## src/tpw_pkg.sv

```systemverilog
// constants for the dual-slope timer pwm block
package tpw_pkg;

  // ---------------------------------------------------------------
  // register byte addresses
  // ---------------------------------------------------------------
  localparam logic [7:0] TPW_ADDR_CTRL_A = 8'h24;
  localparam logic [7:0] TPW_ADDR_CTRL_B = 8'h28;
  localparam logic [7:0] TPW_ADDR_CMP_A  = 8'h2c;
  localparam logic [7:0] TPW_ADDR_COUNT  = 8'h30;
  localparam logic [7:0] TPW_ADDR_STATUS = 8'h34;
  localparam logic [7:0] TPW_ADDR_MASK   = 8'h38;
  localparam logic [7:0] TPW_ADDR_PORT   = 8'h3c;

  // ---------------------------------------------------------------
  // field positions and reset values
  // ---------------------------------------------------------------
  localparam int         TPW_OUT_A_HI     = 7;
  localparam int         TPW_OUT_A_LO     = 6;
  localparam int         TPW_OUT_B_HI     = 5;
  localparam int         TPW_OUT_B_LO     = 4;
  localparam int         TPW_WAVE_LOW_HI  = 1;
  localparam int         TPW_WAVE_HIGH    = 3;
  localparam int         TPW_CSEL_HI      = 2;
  localparam int         TPW_ST_OVF       = 0;
  localparam int         TPW_ST_CMPA      = 1;
  localparam int         TPW_PORT_DIR     = 0;
  localparam int         TPW_PORT_DATA    = 1;
  localparam logic [7:0] TPW_CTRL_A_RESET = 8'h00;
  localparam logic [7:0] TPW_CTRL_A_WMASK = 8'hf3;
  localparam logic [7:0] TPW_CTRL_B_WMASK = 8'h0f;
  localparam logic [7:0] TPW_BOTTOM       = 8'h00;
  localparam logic [7:0] TPW_MAX          = 8'hff;

  // ---------------------------------------------------------------
  // prescaler: tick when the low bits of the divider are all ones
  // ---------------------------------------------------------------
  localparam int          TPW_PRESC_W  = 10;
  localparam logic [9:0]  TPW_DIV8_M   = 10'h007;
  localparam logic [9:0]  TPW_DIV64_M  = 10'h03f;
  localparam logic [9:0]  TPW_DIV256_M = 10'h0ff;
  localparam logic [9:0]  TPW_DIV1K_M  = 10'h3ff;

  // ---------------------------------------------------------------
  // waveform modes
  // ---------------------------------------------------------------
  typedef enum logic [2:0] {
    TPW_M_NORMAL  = 3'b000,
    TPW_M_PC_FF   = 3'b001,
    TPW_M_CTC     = 3'b010,
    TPW_M_FAST_FF = 3'b011,
    TPW_M_RES4    = 3'b100,
    TPW_M_PC_CMP  = 3'b101,
    TPW_M_RES6    = 3'b110,
    TPW_M_FAST_CM = 3'b111
  } tpw_mode_t;

endpackage

```

## src/tpw_timer.sv

```systemverilog
// dual-slope timer pwm with output a control and apb registers
//
// Function
// - modes 1 and 5 count up to top then down to bottom, repeating.
// - mode 1 top is 0xff; mode 5 top is the compare a value.
// - non-inverting clears on up match, sets on down match; inverting opposite.
// - count shows top for one tick, then counts down.
// - overflow flag sets each time dual-slope count reaches bottom.
// - output mode 2 is non-inverted pwm, 3 is inverted pwm.
// - output mode 1 in pwm toggles on match only when mode high bit set.
// - nonzero output mode overrides port value, except mode 1 in pwm without high bit; direction bit enables driver.
// - compare bottom gives constant low in mode 1, max constant high (non-inverted).
// - transition at top when the up-count match was missed this period.
// - mode 1 pwm period is 510 ticks; tick rate is clock over 1,8,64,256,1024.
// - everything runs on clk_i; tick is a clock enable only.
// - non-pwm output modes: off, toggle, clear, set on match.
// - single-slope: mode 2 clears on match, sets at bottom; 3 opposite.
// - single-slope with compare equal top: match ignored, action at bottom.
// - dual-slope with compare equal top: match ignored, action at top.
// - control a: out a 7:6, out b 5:4, reserved 3:2 zero, mode 1:0.
// - mode field is control b bit 3 over control a bits 1:0.
`timescale 1ns/1ps
`default_nettype none

module tpw_timer
  import tpw_pkg::*;
(
  input  wire logic        clk_i,
  input  wire logic        rst_n_i,
  input  wire logic        psel_i,
  input  wire logic        penable_i,
  input  wire logic        pwrite_i,
  input  wire logic [7:0]  paddr_i,
  input  wire logic [31:0] pwdata_i,
  output logic [31:0]      prdata_o,
  output logic             pready_o,
  output logic             pslverr_o,
  output logic             irq_o,
  output logic             pin_o,
  output logic             pin_oe_o
);

  // ---------------------------------------------------------------
  // state
  // ---------------------------------------------------------------
  logic [7:0]             ctrl_a;
  logic [7:0]             ctrl_b;
  logic [7:0]             cmp_buf;
  logic [7:0]             cmp_act;
  logic [7:0]             count;
  logic                   down;
  logic                   wave;
  logic                   seen_up;
  logic [1:0]             status;
  logic [1:0]             mask;
  logic [1:0]             port;
  logic [TPW_PRESC_W-1:0] presc;

  logic                   tick;
  logic                   wr_en;
  logic                   rd_en;
  logic                   mapped;
  logic [31:0]            next_rdata;
  tpw_mode_t              mode;
  logic                   dual;
  logic                   fast;
  logic                   pwm;
  logic [7:0]             top;
  logic                   match;
  logic                   at_top;
  logic [1:0]             out_a;
  logic                   connected;
  logic [7:0]             next_count;
  logic                   next_down;
  logic                   next_wave;
  logic                   next_seen;
  logic                   ovf_ev;
  logic                   st_clr;
  logic                   cmp_is_top;

  function automatic logic is_mapped(input logic [7:0] a);
    return a == TPW_ADDR_CTRL_A || a == TPW_ADDR_CTRL_B || a == TPW_ADDR_CMP_A ||
           a == TPW_ADDR_COUNT || a == TPW_ADDR_STATUS || a == TPW_ADDR_MASK ||
           a == TPW_ADDR_PORT;
  endfunction

  // ---------------------------------------------------------------
  // apb slave: one wait-free access phase, answer registered
  // ---------------------------------------------------------------
  assign mapped = is_mapped(paddr_i);
  assign wr_en  = psel_i && penable_i && pready_o && pwrite_i && mapped;
  assign rd_en  = psel_i && penable_i && pready_o && !pwrite_i;

  always_comb begin
    next_rdata = 32'h0000_0000;
    unique case (paddr_i)
      TPW_ADDR_CTRL_A: next_rdata[7:0] = ctrl_a & TPW_CTRL_A_WMASK;
      TPW_ADDR_CTRL_B: next_rdata[7:0] = ctrl_b;
      TPW_ADDR_CMP_A:  next_rdata[7:0] = cmp_buf;
      TPW_ADDR_COUNT:  next_rdata[7:0] = count;
      TPW_ADDR_STATUS: next_rdata[1:0] = status;
      TPW_ADDR_MASK:   next_rdata[1:0] = mask;
      TPW_ADDR_PORT:   next_rdata[1:0] = port;
      default:         next_rdata      = 32'h0000_0000;
    endcase
  end

  always_ff @(posedge clk_i or negedge rst_n_i) begin
    if (!rst_n_i) begin
      pready_o  <= 1'b0;
      pslverr_o <= 1'b0;
      prdata_o  <= 32'h0000_0000;
    end else begin
      // data is captured in the setup cycle so it can leave a flop
      pready_o  <= psel_i && !penable_i && !pready_o;
      pslverr_o <= psel_i && !penable_i && !pready_o && !mapped;
      if (psel_i && !penable_i && !pwrite_i) begin
        prdata_o <= next_rdata;
      end
    end
  end

  always_ff @(posedge clk_i or negedge rst_n_i) begin
    if (!rst_n_i) begin
      ctrl_a  <= TPW_CTRL_A_RESET;
      ctrl_b  <= TPW_BOTTOM;
      cmp_buf <= TPW_BOTTOM;
      mask    <= 2'h0;
      port    <= 2'h0;
    end else if (wr_en) begin
      unique case (paddr_i)
        TPW_ADDR_CTRL_A: ctrl_a  <= pwdata_i[7:0] & TPW_CTRL_A_WMASK;
        TPW_ADDR_CTRL_B: ctrl_b  <= pwdata_i[7:0] & TPW_CTRL_B_WMASK;
        TPW_ADDR_CMP_A:  cmp_buf <= pwdata_i[7:0];
        TPW_ADDR_MASK:   mask    <= pwdata_i[1:0];
        TPW_ADDR_PORT:   port    <= pwdata_i[1:0];
        default:         ;
      endcase
    end
  end

  // ---------------------------------------------------------------
  // prescaler tick enable
  // ---------------------------------------------------------------
  always_ff @(posedge clk_i or negedge rst_n_i) begin
    if (!rst_n_i) begin
      presc <= '0;
    end else begin
      presc <= presc + 1'b1;
    end
  end

  always_comb begin
    unique case (ctrl_b[TPW_CSEL_HI:0])
      3'h1:    tick = 1'b1;
      3'h2:    tick = (presc & TPW_DIV8_M) == TPW_DIV8_M;
      3'h3:    tick = (presc & TPW_DIV64_M) == TPW_DIV64_M;
      3'h4:    tick = (presc & TPW_DIV256_M) == TPW_DIV256_M;
      3'h5:    tick = presc == TPW_DIV1K_M;
      default: tick = 1'b0;
    endcase
  end

  // ---------------------------------------------------------------
  // mode decode
  // ---------------------------------------------------------------
  assign mode   = tpw_mode_t'({ctrl_b[TPW_WAVE_HIGH], ctrl_a[TPW_WAVE_LOW_HI:0]});
  assign dual   = mode == TPW_M_PC_FF || mode == TPW_M_PC_CMP;
  assign fast   = mode == TPW_M_FAST_FF || mode == TPW_M_FAST_CM;
  assign pwm    = dual || fast;
  assign top    = (mode == TPW_M_PC_CMP || mode == TPW_M_FAST_CM || mode == TPW_M_CTC) ?
                  cmp_act : TPW_MAX;
  assign match  = count == cmp_act;
  assign at_top = !down && count >= top;
  assign out_a  = ctrl_a[TPW_OUT_A_HI:TPW_OUT_A_LO];
  assign connected = out_a != 2'b00 && !(pwm && out_a == 2'b01 && !ctrl_b[TPW_WAVE_HIGH]);
  // the compare that is active after this turn decides the top action, so a
  // compare leaving max already takes the up-match level at that turn
  assign cmp_is_top = mode == TPW_M_PC_CMP || cmp_buf == TPW_MAX;

  // ---------------------------------------------------------------
  // counter sequence
  // ---------------------------------------------------------------
  always_comb begin
    next_count = count;
    next_down  = down;
    ovf_ev     = 1'b0;
    if (dual) begin
      if (at_top) begin
        // top shows for this one tick, then we leave it downward
        next_count = (count == TPW_BOTTOM) ? TPW_BOTTOM : count - 8'h01;
        next_down  = count != TPW_BOTTOM;
      end else if (!down) begin
        next_count = count + 8'h01;
      end else if (count <= 8'h01) begin
        next_count = TPW_BOTTOM;
        next_down  = 1'b0;
        ovf_ev     = 1'b1;
      end else begin
        next_count = count - 8'h01;
      end
    end else begin
      next_down  = 1'b0;
      next_count = (count == top) ? TPW_BOTTOM : count + 8'h01;
      ovf_ev     = (mode == TPW_M_FAST_CM) ? count == top : count == TPW_MAX;
    end
  end

  always_ff @(posedge clk_i or negedge rst_n_i) begin
    if (!rst_n_i) begin
      count <= TPW_BOTTOM;
      down  <= 1'b0;
    end else if (wr_en && paddr_i == TPW_ADDR_COUNT) begin
      count <= pwdata_i[7:0];
    end else if (tick) begin
      count <= next_count;
      down  <= next_down;
    end
  end

  // ---------------------------------------------------------------
  // compare double buffer
  // ---------------------------------------------------------------
  always_ff @(posedge clk_i or negedge rst_n_i) begin
    if (!rst_n_i) begin
      cmp_act <= TPW_BOTTOM;
    end else if (!pwm) begin
      cmp_act <= (wr_en && paddr_i == TPW_ADDR_CMP_A) ? pwdata_i[7:0] : cmp_buf;
    end else if (tick && ((dual && at_top) || (fast && count == top))) begin
      cmp_act <= cmp_buf;
    end
  end

  // ---------------------------------------------------------------
  // waveform output a
  // ---------------------------------------------------------------
  always_comb begin
    next_wave = wave;
    next_seen = seen_up;
    if (dual && out_a[1]) begin
      // out_a[0] is the level an up-count match leaves
      if (match && cmp_act != top) begin
        next_wave = down ? ~out_a[0] : out_a[0];
        next_seen = next_seen | !down;
      end
      if (at_top) begin
        if (cmp_is_top) begin
          next_wave = ~out_a[0];
        end else if (!seen_up) begin
          next_wave = out_a[0];
        end
      end
      if (down && count <= 8'h01) begin
        next_seen = 1'b0;
      end
    end else if (fast && out_a[1]) begin
      if (count == top) begin
        next_wave = ~out_a[0];
      end else if (match) begin
        next_wave = out_a[0];
      end
    end else if (out_a == 2'b01 && (!pwm || ctrl_b[TPW_WAVE_HIGH])) begin
      next_wave = match ? ~wave : wave;
    end else if (!pwm && out_a[1] && match) begin
      next_wave = out_a[0];
    end
  end

  always_ff @(posedge clk_i or negedge rst_n_i) begin
    if (!rst_n_i) begin
      wave    <= 1'b0;
      seen_up <= 1'b0;
    end else if (tick) begin
      wave    <= next_wave;
      seen_up <= next_seen;
    end
  end

  // port override happens only when the output unit is connected
  always_ff @(posedge clk_i or negedge rst_n_i) begin
    if (!rst_n_i) begin
      pin_o    <= 1'b0;
      pin_oe_o <= 1'b0;
    end else begin
      pin_o    <= connected ? wave : port[TPW_PORT_DATA];
      pin_oe_o <= port[TPW_PORT_DIR];
    end
  end

  // ---------------------------------------------------------------
  // interrupt status, cleared by reading it; a new event wins
  // ---------------------------------------------------------------
  // only the bits that the read returned are cleared: an event that lands
  // between setup and access is not in the read data and must survive
  assign st_clr = rd_en && paddr_i == TPW_ADDR_STATUS;

  always_ff @(posedge clk_i or negedge rst_n_i) begin
    if (!rst_n_i) begin
      status <= 2'h0;
      irq_o  <= 1'b0;
    end else begin
      status[TPW_ST_OVF]  <= (tick && ovf_ev) ||
                             (status[TPW_ST_OVF] && !(st_clr && prdata_o[TPW_ST_OVF]));
      status[TPW_ST_CMPA] <= (tick && match) ||
                             (status[TPW_ST_CMPA] && !(st_clr && prdata_o[TPW_ST_CMPA]));
      irq_o               <= |(status & mask);
    end
  end
endmodule // tpw_timer

`default_nettype wire

```

## config.mk

```make
export PLATFORM = sky130hd
export DESIGN_NAME = tpw_timer
export DESIGN_NICKNAME = d
export VERILOG_FILES = /design/src/tpw_pkg.sv /design/src/tpw_timer.sv
export SDC_FILE = /design/constraint.sdc
export NUM_CORES = 1
export LEC_CHECK = 0
export BUFFER_PORTS_ARGS = -buffer_cell sky130_fd_sc_hd__buf_2
export CAP_MARGIN = 20
export CORE_AREA = 5 5 99 101
export DETAILED_ROUTE_END_ITERATION = 8
export DIE_AREA = 0 0 104 106
export PLACE_DENSITY = 0.71
export SKIP_LAST_GASP = 1
export SYNTH_ARGS = -nofsm -noshare
export SYNTH_HDL_FRONTEND = slang
export SYNTH_SLANG_ARGS = --single-unit
export TNS_END_PERCENT = 100
```

## constraint.sdc

```tcl
create_clock -name clk_i -period 5.1 [get_ports clk_i]
set_clock_uncertainty 0.2 [all_clocks]
set_input_delay 1.02 -clock clk_i [delete_from_list [all_inputs] [get_ports clk_i]]
set_output_delay 1.02 -clock clk_i [all_outputs]
set_load 0.05 [all_outputs]
```

==> impl_metrics.env <==
export IMPL_cts_tree="built"
export IMPL_holdPathStages=0
export IMPL_startpoint_type="register"
export IMPL_worstMarginPinSlew_ns=0.776
export IMPL_cts_max_level=3
export IMPL_reg2reg_slack_ns=0.83
export IMPL_synth_flop_cell="dfrtp_1"
export IMPL_yosysWarnings=0
export IMPL_grt_usage_pct=19.7
export IMPL_drcViolationCount=0
export IMPL_synth_top_area_share_pct=38.8
export IMPL_timing_rr_end="cmp_act[2]"
export IMPL_rows=35
export IMPL_async_flop_share_pct=100
export IMPL_numCtsBuffers=9
export IMPL_final_cell_mix="dfrtp_1 (66), nand2_1 (37), nor2_1 (37)"
export IMPL_synth_top_area_cell="dfrtp_1"
export IMPL_synthTopCellsByArea="dfrtp_1 (39%), mux2_2 (6.6%), buf_4 (4.2%)"
export IMPL_status="finished, final reports clean"
export IMPL_dieArea_um2=11000
export IMPL_antenna_found_initial=0
export IMPL_drive_above_1_share_pct=18.8
export IMPL_fin_nets=537
export IMPL_n_antenna_cell=0
export IMPL_clk_latency_ns=0.34
export IMPL_cp_startpoint="ctrl_a[1]"
export IMPL_end_kind="register"
export IMPL_use_met3_pct=4.37
export IMPL_use_met2_pct=33.5
export IMPL_final_common_cell="dfrtp_1"
export IMPL_hold_path_class="reg2reg"
export IMPL_clk_pin_slew_worst_paths_ns=0.08
export IMPL_worstSetupPathType="reg2reg"
export IMPL_die_y_um=106
export IMPL_port_buffers=33
export IMPL_fin_crit_sh_pct=83.7
export IMPL_die_x_um=104
export IMPL_ant_nets=0
export IMPL_detail_route_wirelength_um=10900
export IMPL_ctsResizeCount=0
export IMPL_synth_ff_latch_count=66
export IMPL_cts_sinks=66
export IMPL_final_core_util_pct=51.6
export IMPL_synth_area_mux_share_pct=8.73
export IMPL_yosysSeqAreaShare_pct=38.8
export IMPL_post_cts_buffers=0
export IMPL_cp_max_fo=10
export IMPL_peakVddDrop_v=0.000121
export IMPL_top_usage_layer="met2"
export IMPL_synthXorXnorAreaFrac_pct=4.73
export IMPL_hold_buffers=0
export IMPL_grt_use_met1_pct=24.8
export IMPL_grt_pass1_wl_um=17500
export IMPL_vias=3581
export IMPL_total_power_mw=1.09
export IMPL_area_growth_pct=8.17
export IMPL_hold_end="pin_oe_o"
export IMPL_slew_viol_final=0
export IMPL_dr_first_iter_drc_count=364
export IMPL_synth_edf_count=0
export IMPL_place_congestion=0.896
export IMPL_synth_compound_area_share_pct=16.4
export IMPL_postSynthCellCount=455
export IMPL_worstReg2RegStart="ctrl_a[1]"
export IMPL_coreArea_um2=8930
export IMPL_max_cap_violations=0
export IMPL_rr_worst_depth=11
export IMPL_wl_per_cell_um=18.4
export IMPL_pwr_density_cell_nw_per_um2=237
export IMPL_cp_required_ns=5.17
export IMPL_fin_area_um2=4610
export IMPL_root_buffer="clkbuf_8"
export IMPL_clk_path_buf_depth=2
export IMPL_synth_simple_gate_area_share_pct=20.2
export IMPL_clock_fmax_ghz=0.234
export IMPL_placed_cell_area_um2=4410
export IMPL_maxSlewHeadroom_pct=48.2
export IMPL_start_util_pct=47.7
export IMPL_nFillCells=836
export IMPL_io_pins=82
export IMPL_post_route_min_period_ns=4.27
export IMPL_overflow=0
export IMPL_p_leak_nw=2.08
export IMPL_synth_top_family_by_area="simple AND/OR/NAND/NOR gates"
export IMPL_worstPathArrival_ns=4.34
export IMPL_rsz0062_at_grt="false"
export IMPL_grt_pass1_vias=3476
export IMPL_tns_ns=0
export IMPL_grt_max_degree=35
export IMPL_syn_area_per_cell_um2=9.36
export IMPL_first_pass_iters=6
export IMPL_synthesis_area_um2=4260
export IMPL_min_from="port[0]"
export IMPL_vias_per_cell=6.02
export IMPL_synth_distinct_cells=61
export IMPL_hold_violations=0
export IMPL_synthAdderAreaFrac_pct=3.82
export IMPL_place_hpwl_um=8140
export IMPL_setup_violations=0
synth_stat cells, drive strengths merged (6+ instances only):
cell type and count:
dfrtp 66, a31oi 11, clkbuf 17, a21oi 15
buf 29, nand4 8, nor3 12, o21ai 20
mux2 25, xor2 15, mux2i 9, nand3 18
inv 10, and2 12, nor2 37, ha 13
a221o 9, nand2 37, xnor2 8, nand2b 6
nor4 7
critical path: stages, from the launching register on:
cell and delay (ns):
dfrtp_1 0.49, nor3b_1 0.19, a21oi_1 0.49, or2_2 0.22, ha_1 0.24, nand2b_1 0.15, a2111o_1 0.46, a32oi_1 0.62
mux2_2 0.29, nor3_2 0.08, nor2_1 0.51, a221o_1 0.26
area by class of cell:
class                      instances  area, um^2  share of cell area, %
inverter                          11        41.3                  0.896
timing repair buffer              36         188                   4.07
clock inverter                     7        77.6                   1.68
tap                              111         139                   3.01
clock buffer                       9         124                   2.69
multi-input combinational        355        2390                   51.8
sequential                        66        1650                   35.8
report_power, final:
group	internal [mW]	leakage (nW)	switching [mW]
logic	0.0179	1.13	0.0920
registers	0.529	0.856	0.00482
clock network	0.230	0.0938	0.220
per-layer routing:
metal,vias to the layer above,part of all wire (%)
met5,-,0
met4,0,2.3
met3,24,5.8
met2,126,49
met1,1751,42
li1,1680,-
per-stage QoR:
step	setup slack [ns]	instances	hold slack [ns]
floorplan	1.65	478	0.170
global placement	1.16	579	0.211
detailed placement	0.961	579	0.208
CTS	0.927	595	0.232
global route	0.628	595	0.256
finish	0.831	595	0.222
sequential cells by signal (all words and copies together), names as in the netlist:
signal     cells
ctrl_b         4
prdata_o       8
ctrl_a         6
down           1
pslverr_o      1
cmp_act        8
presc         10
irq_o          1
status         2
seen_up        1
port           2
count          8
pready_o       1
pin_oe_o       1
pin_o          1
wave           1
cmp_buf        8
mask           2
worst max-delay path by stage:
stage                  to  cells past startpoint
2_1_floorplan    count[7]                     11
3_3_place_gp   cmp_act[4]                     11
3_5_place_dp   cmp_act[2]                     11
4_1_cts        cmp_act[2]                     11
5_1_grt        cmp_act[2]                     11
6_report       cmp_act[2]                     11
cell families after synthesis:
| family | count (synthesis) |
|---|---|
| AOI/OAI and AO/OA | 96 |
| xor gates and xnor gates | 23 |
| adders and majority gates | 13 |
| buffers and inverters | 57 |
| DFF | 66 |
| muxes | 34 |
| other | 1 |
| and+or+nand+nor | 165 |
Note: power is estimated with default switching activity, not from simulation.
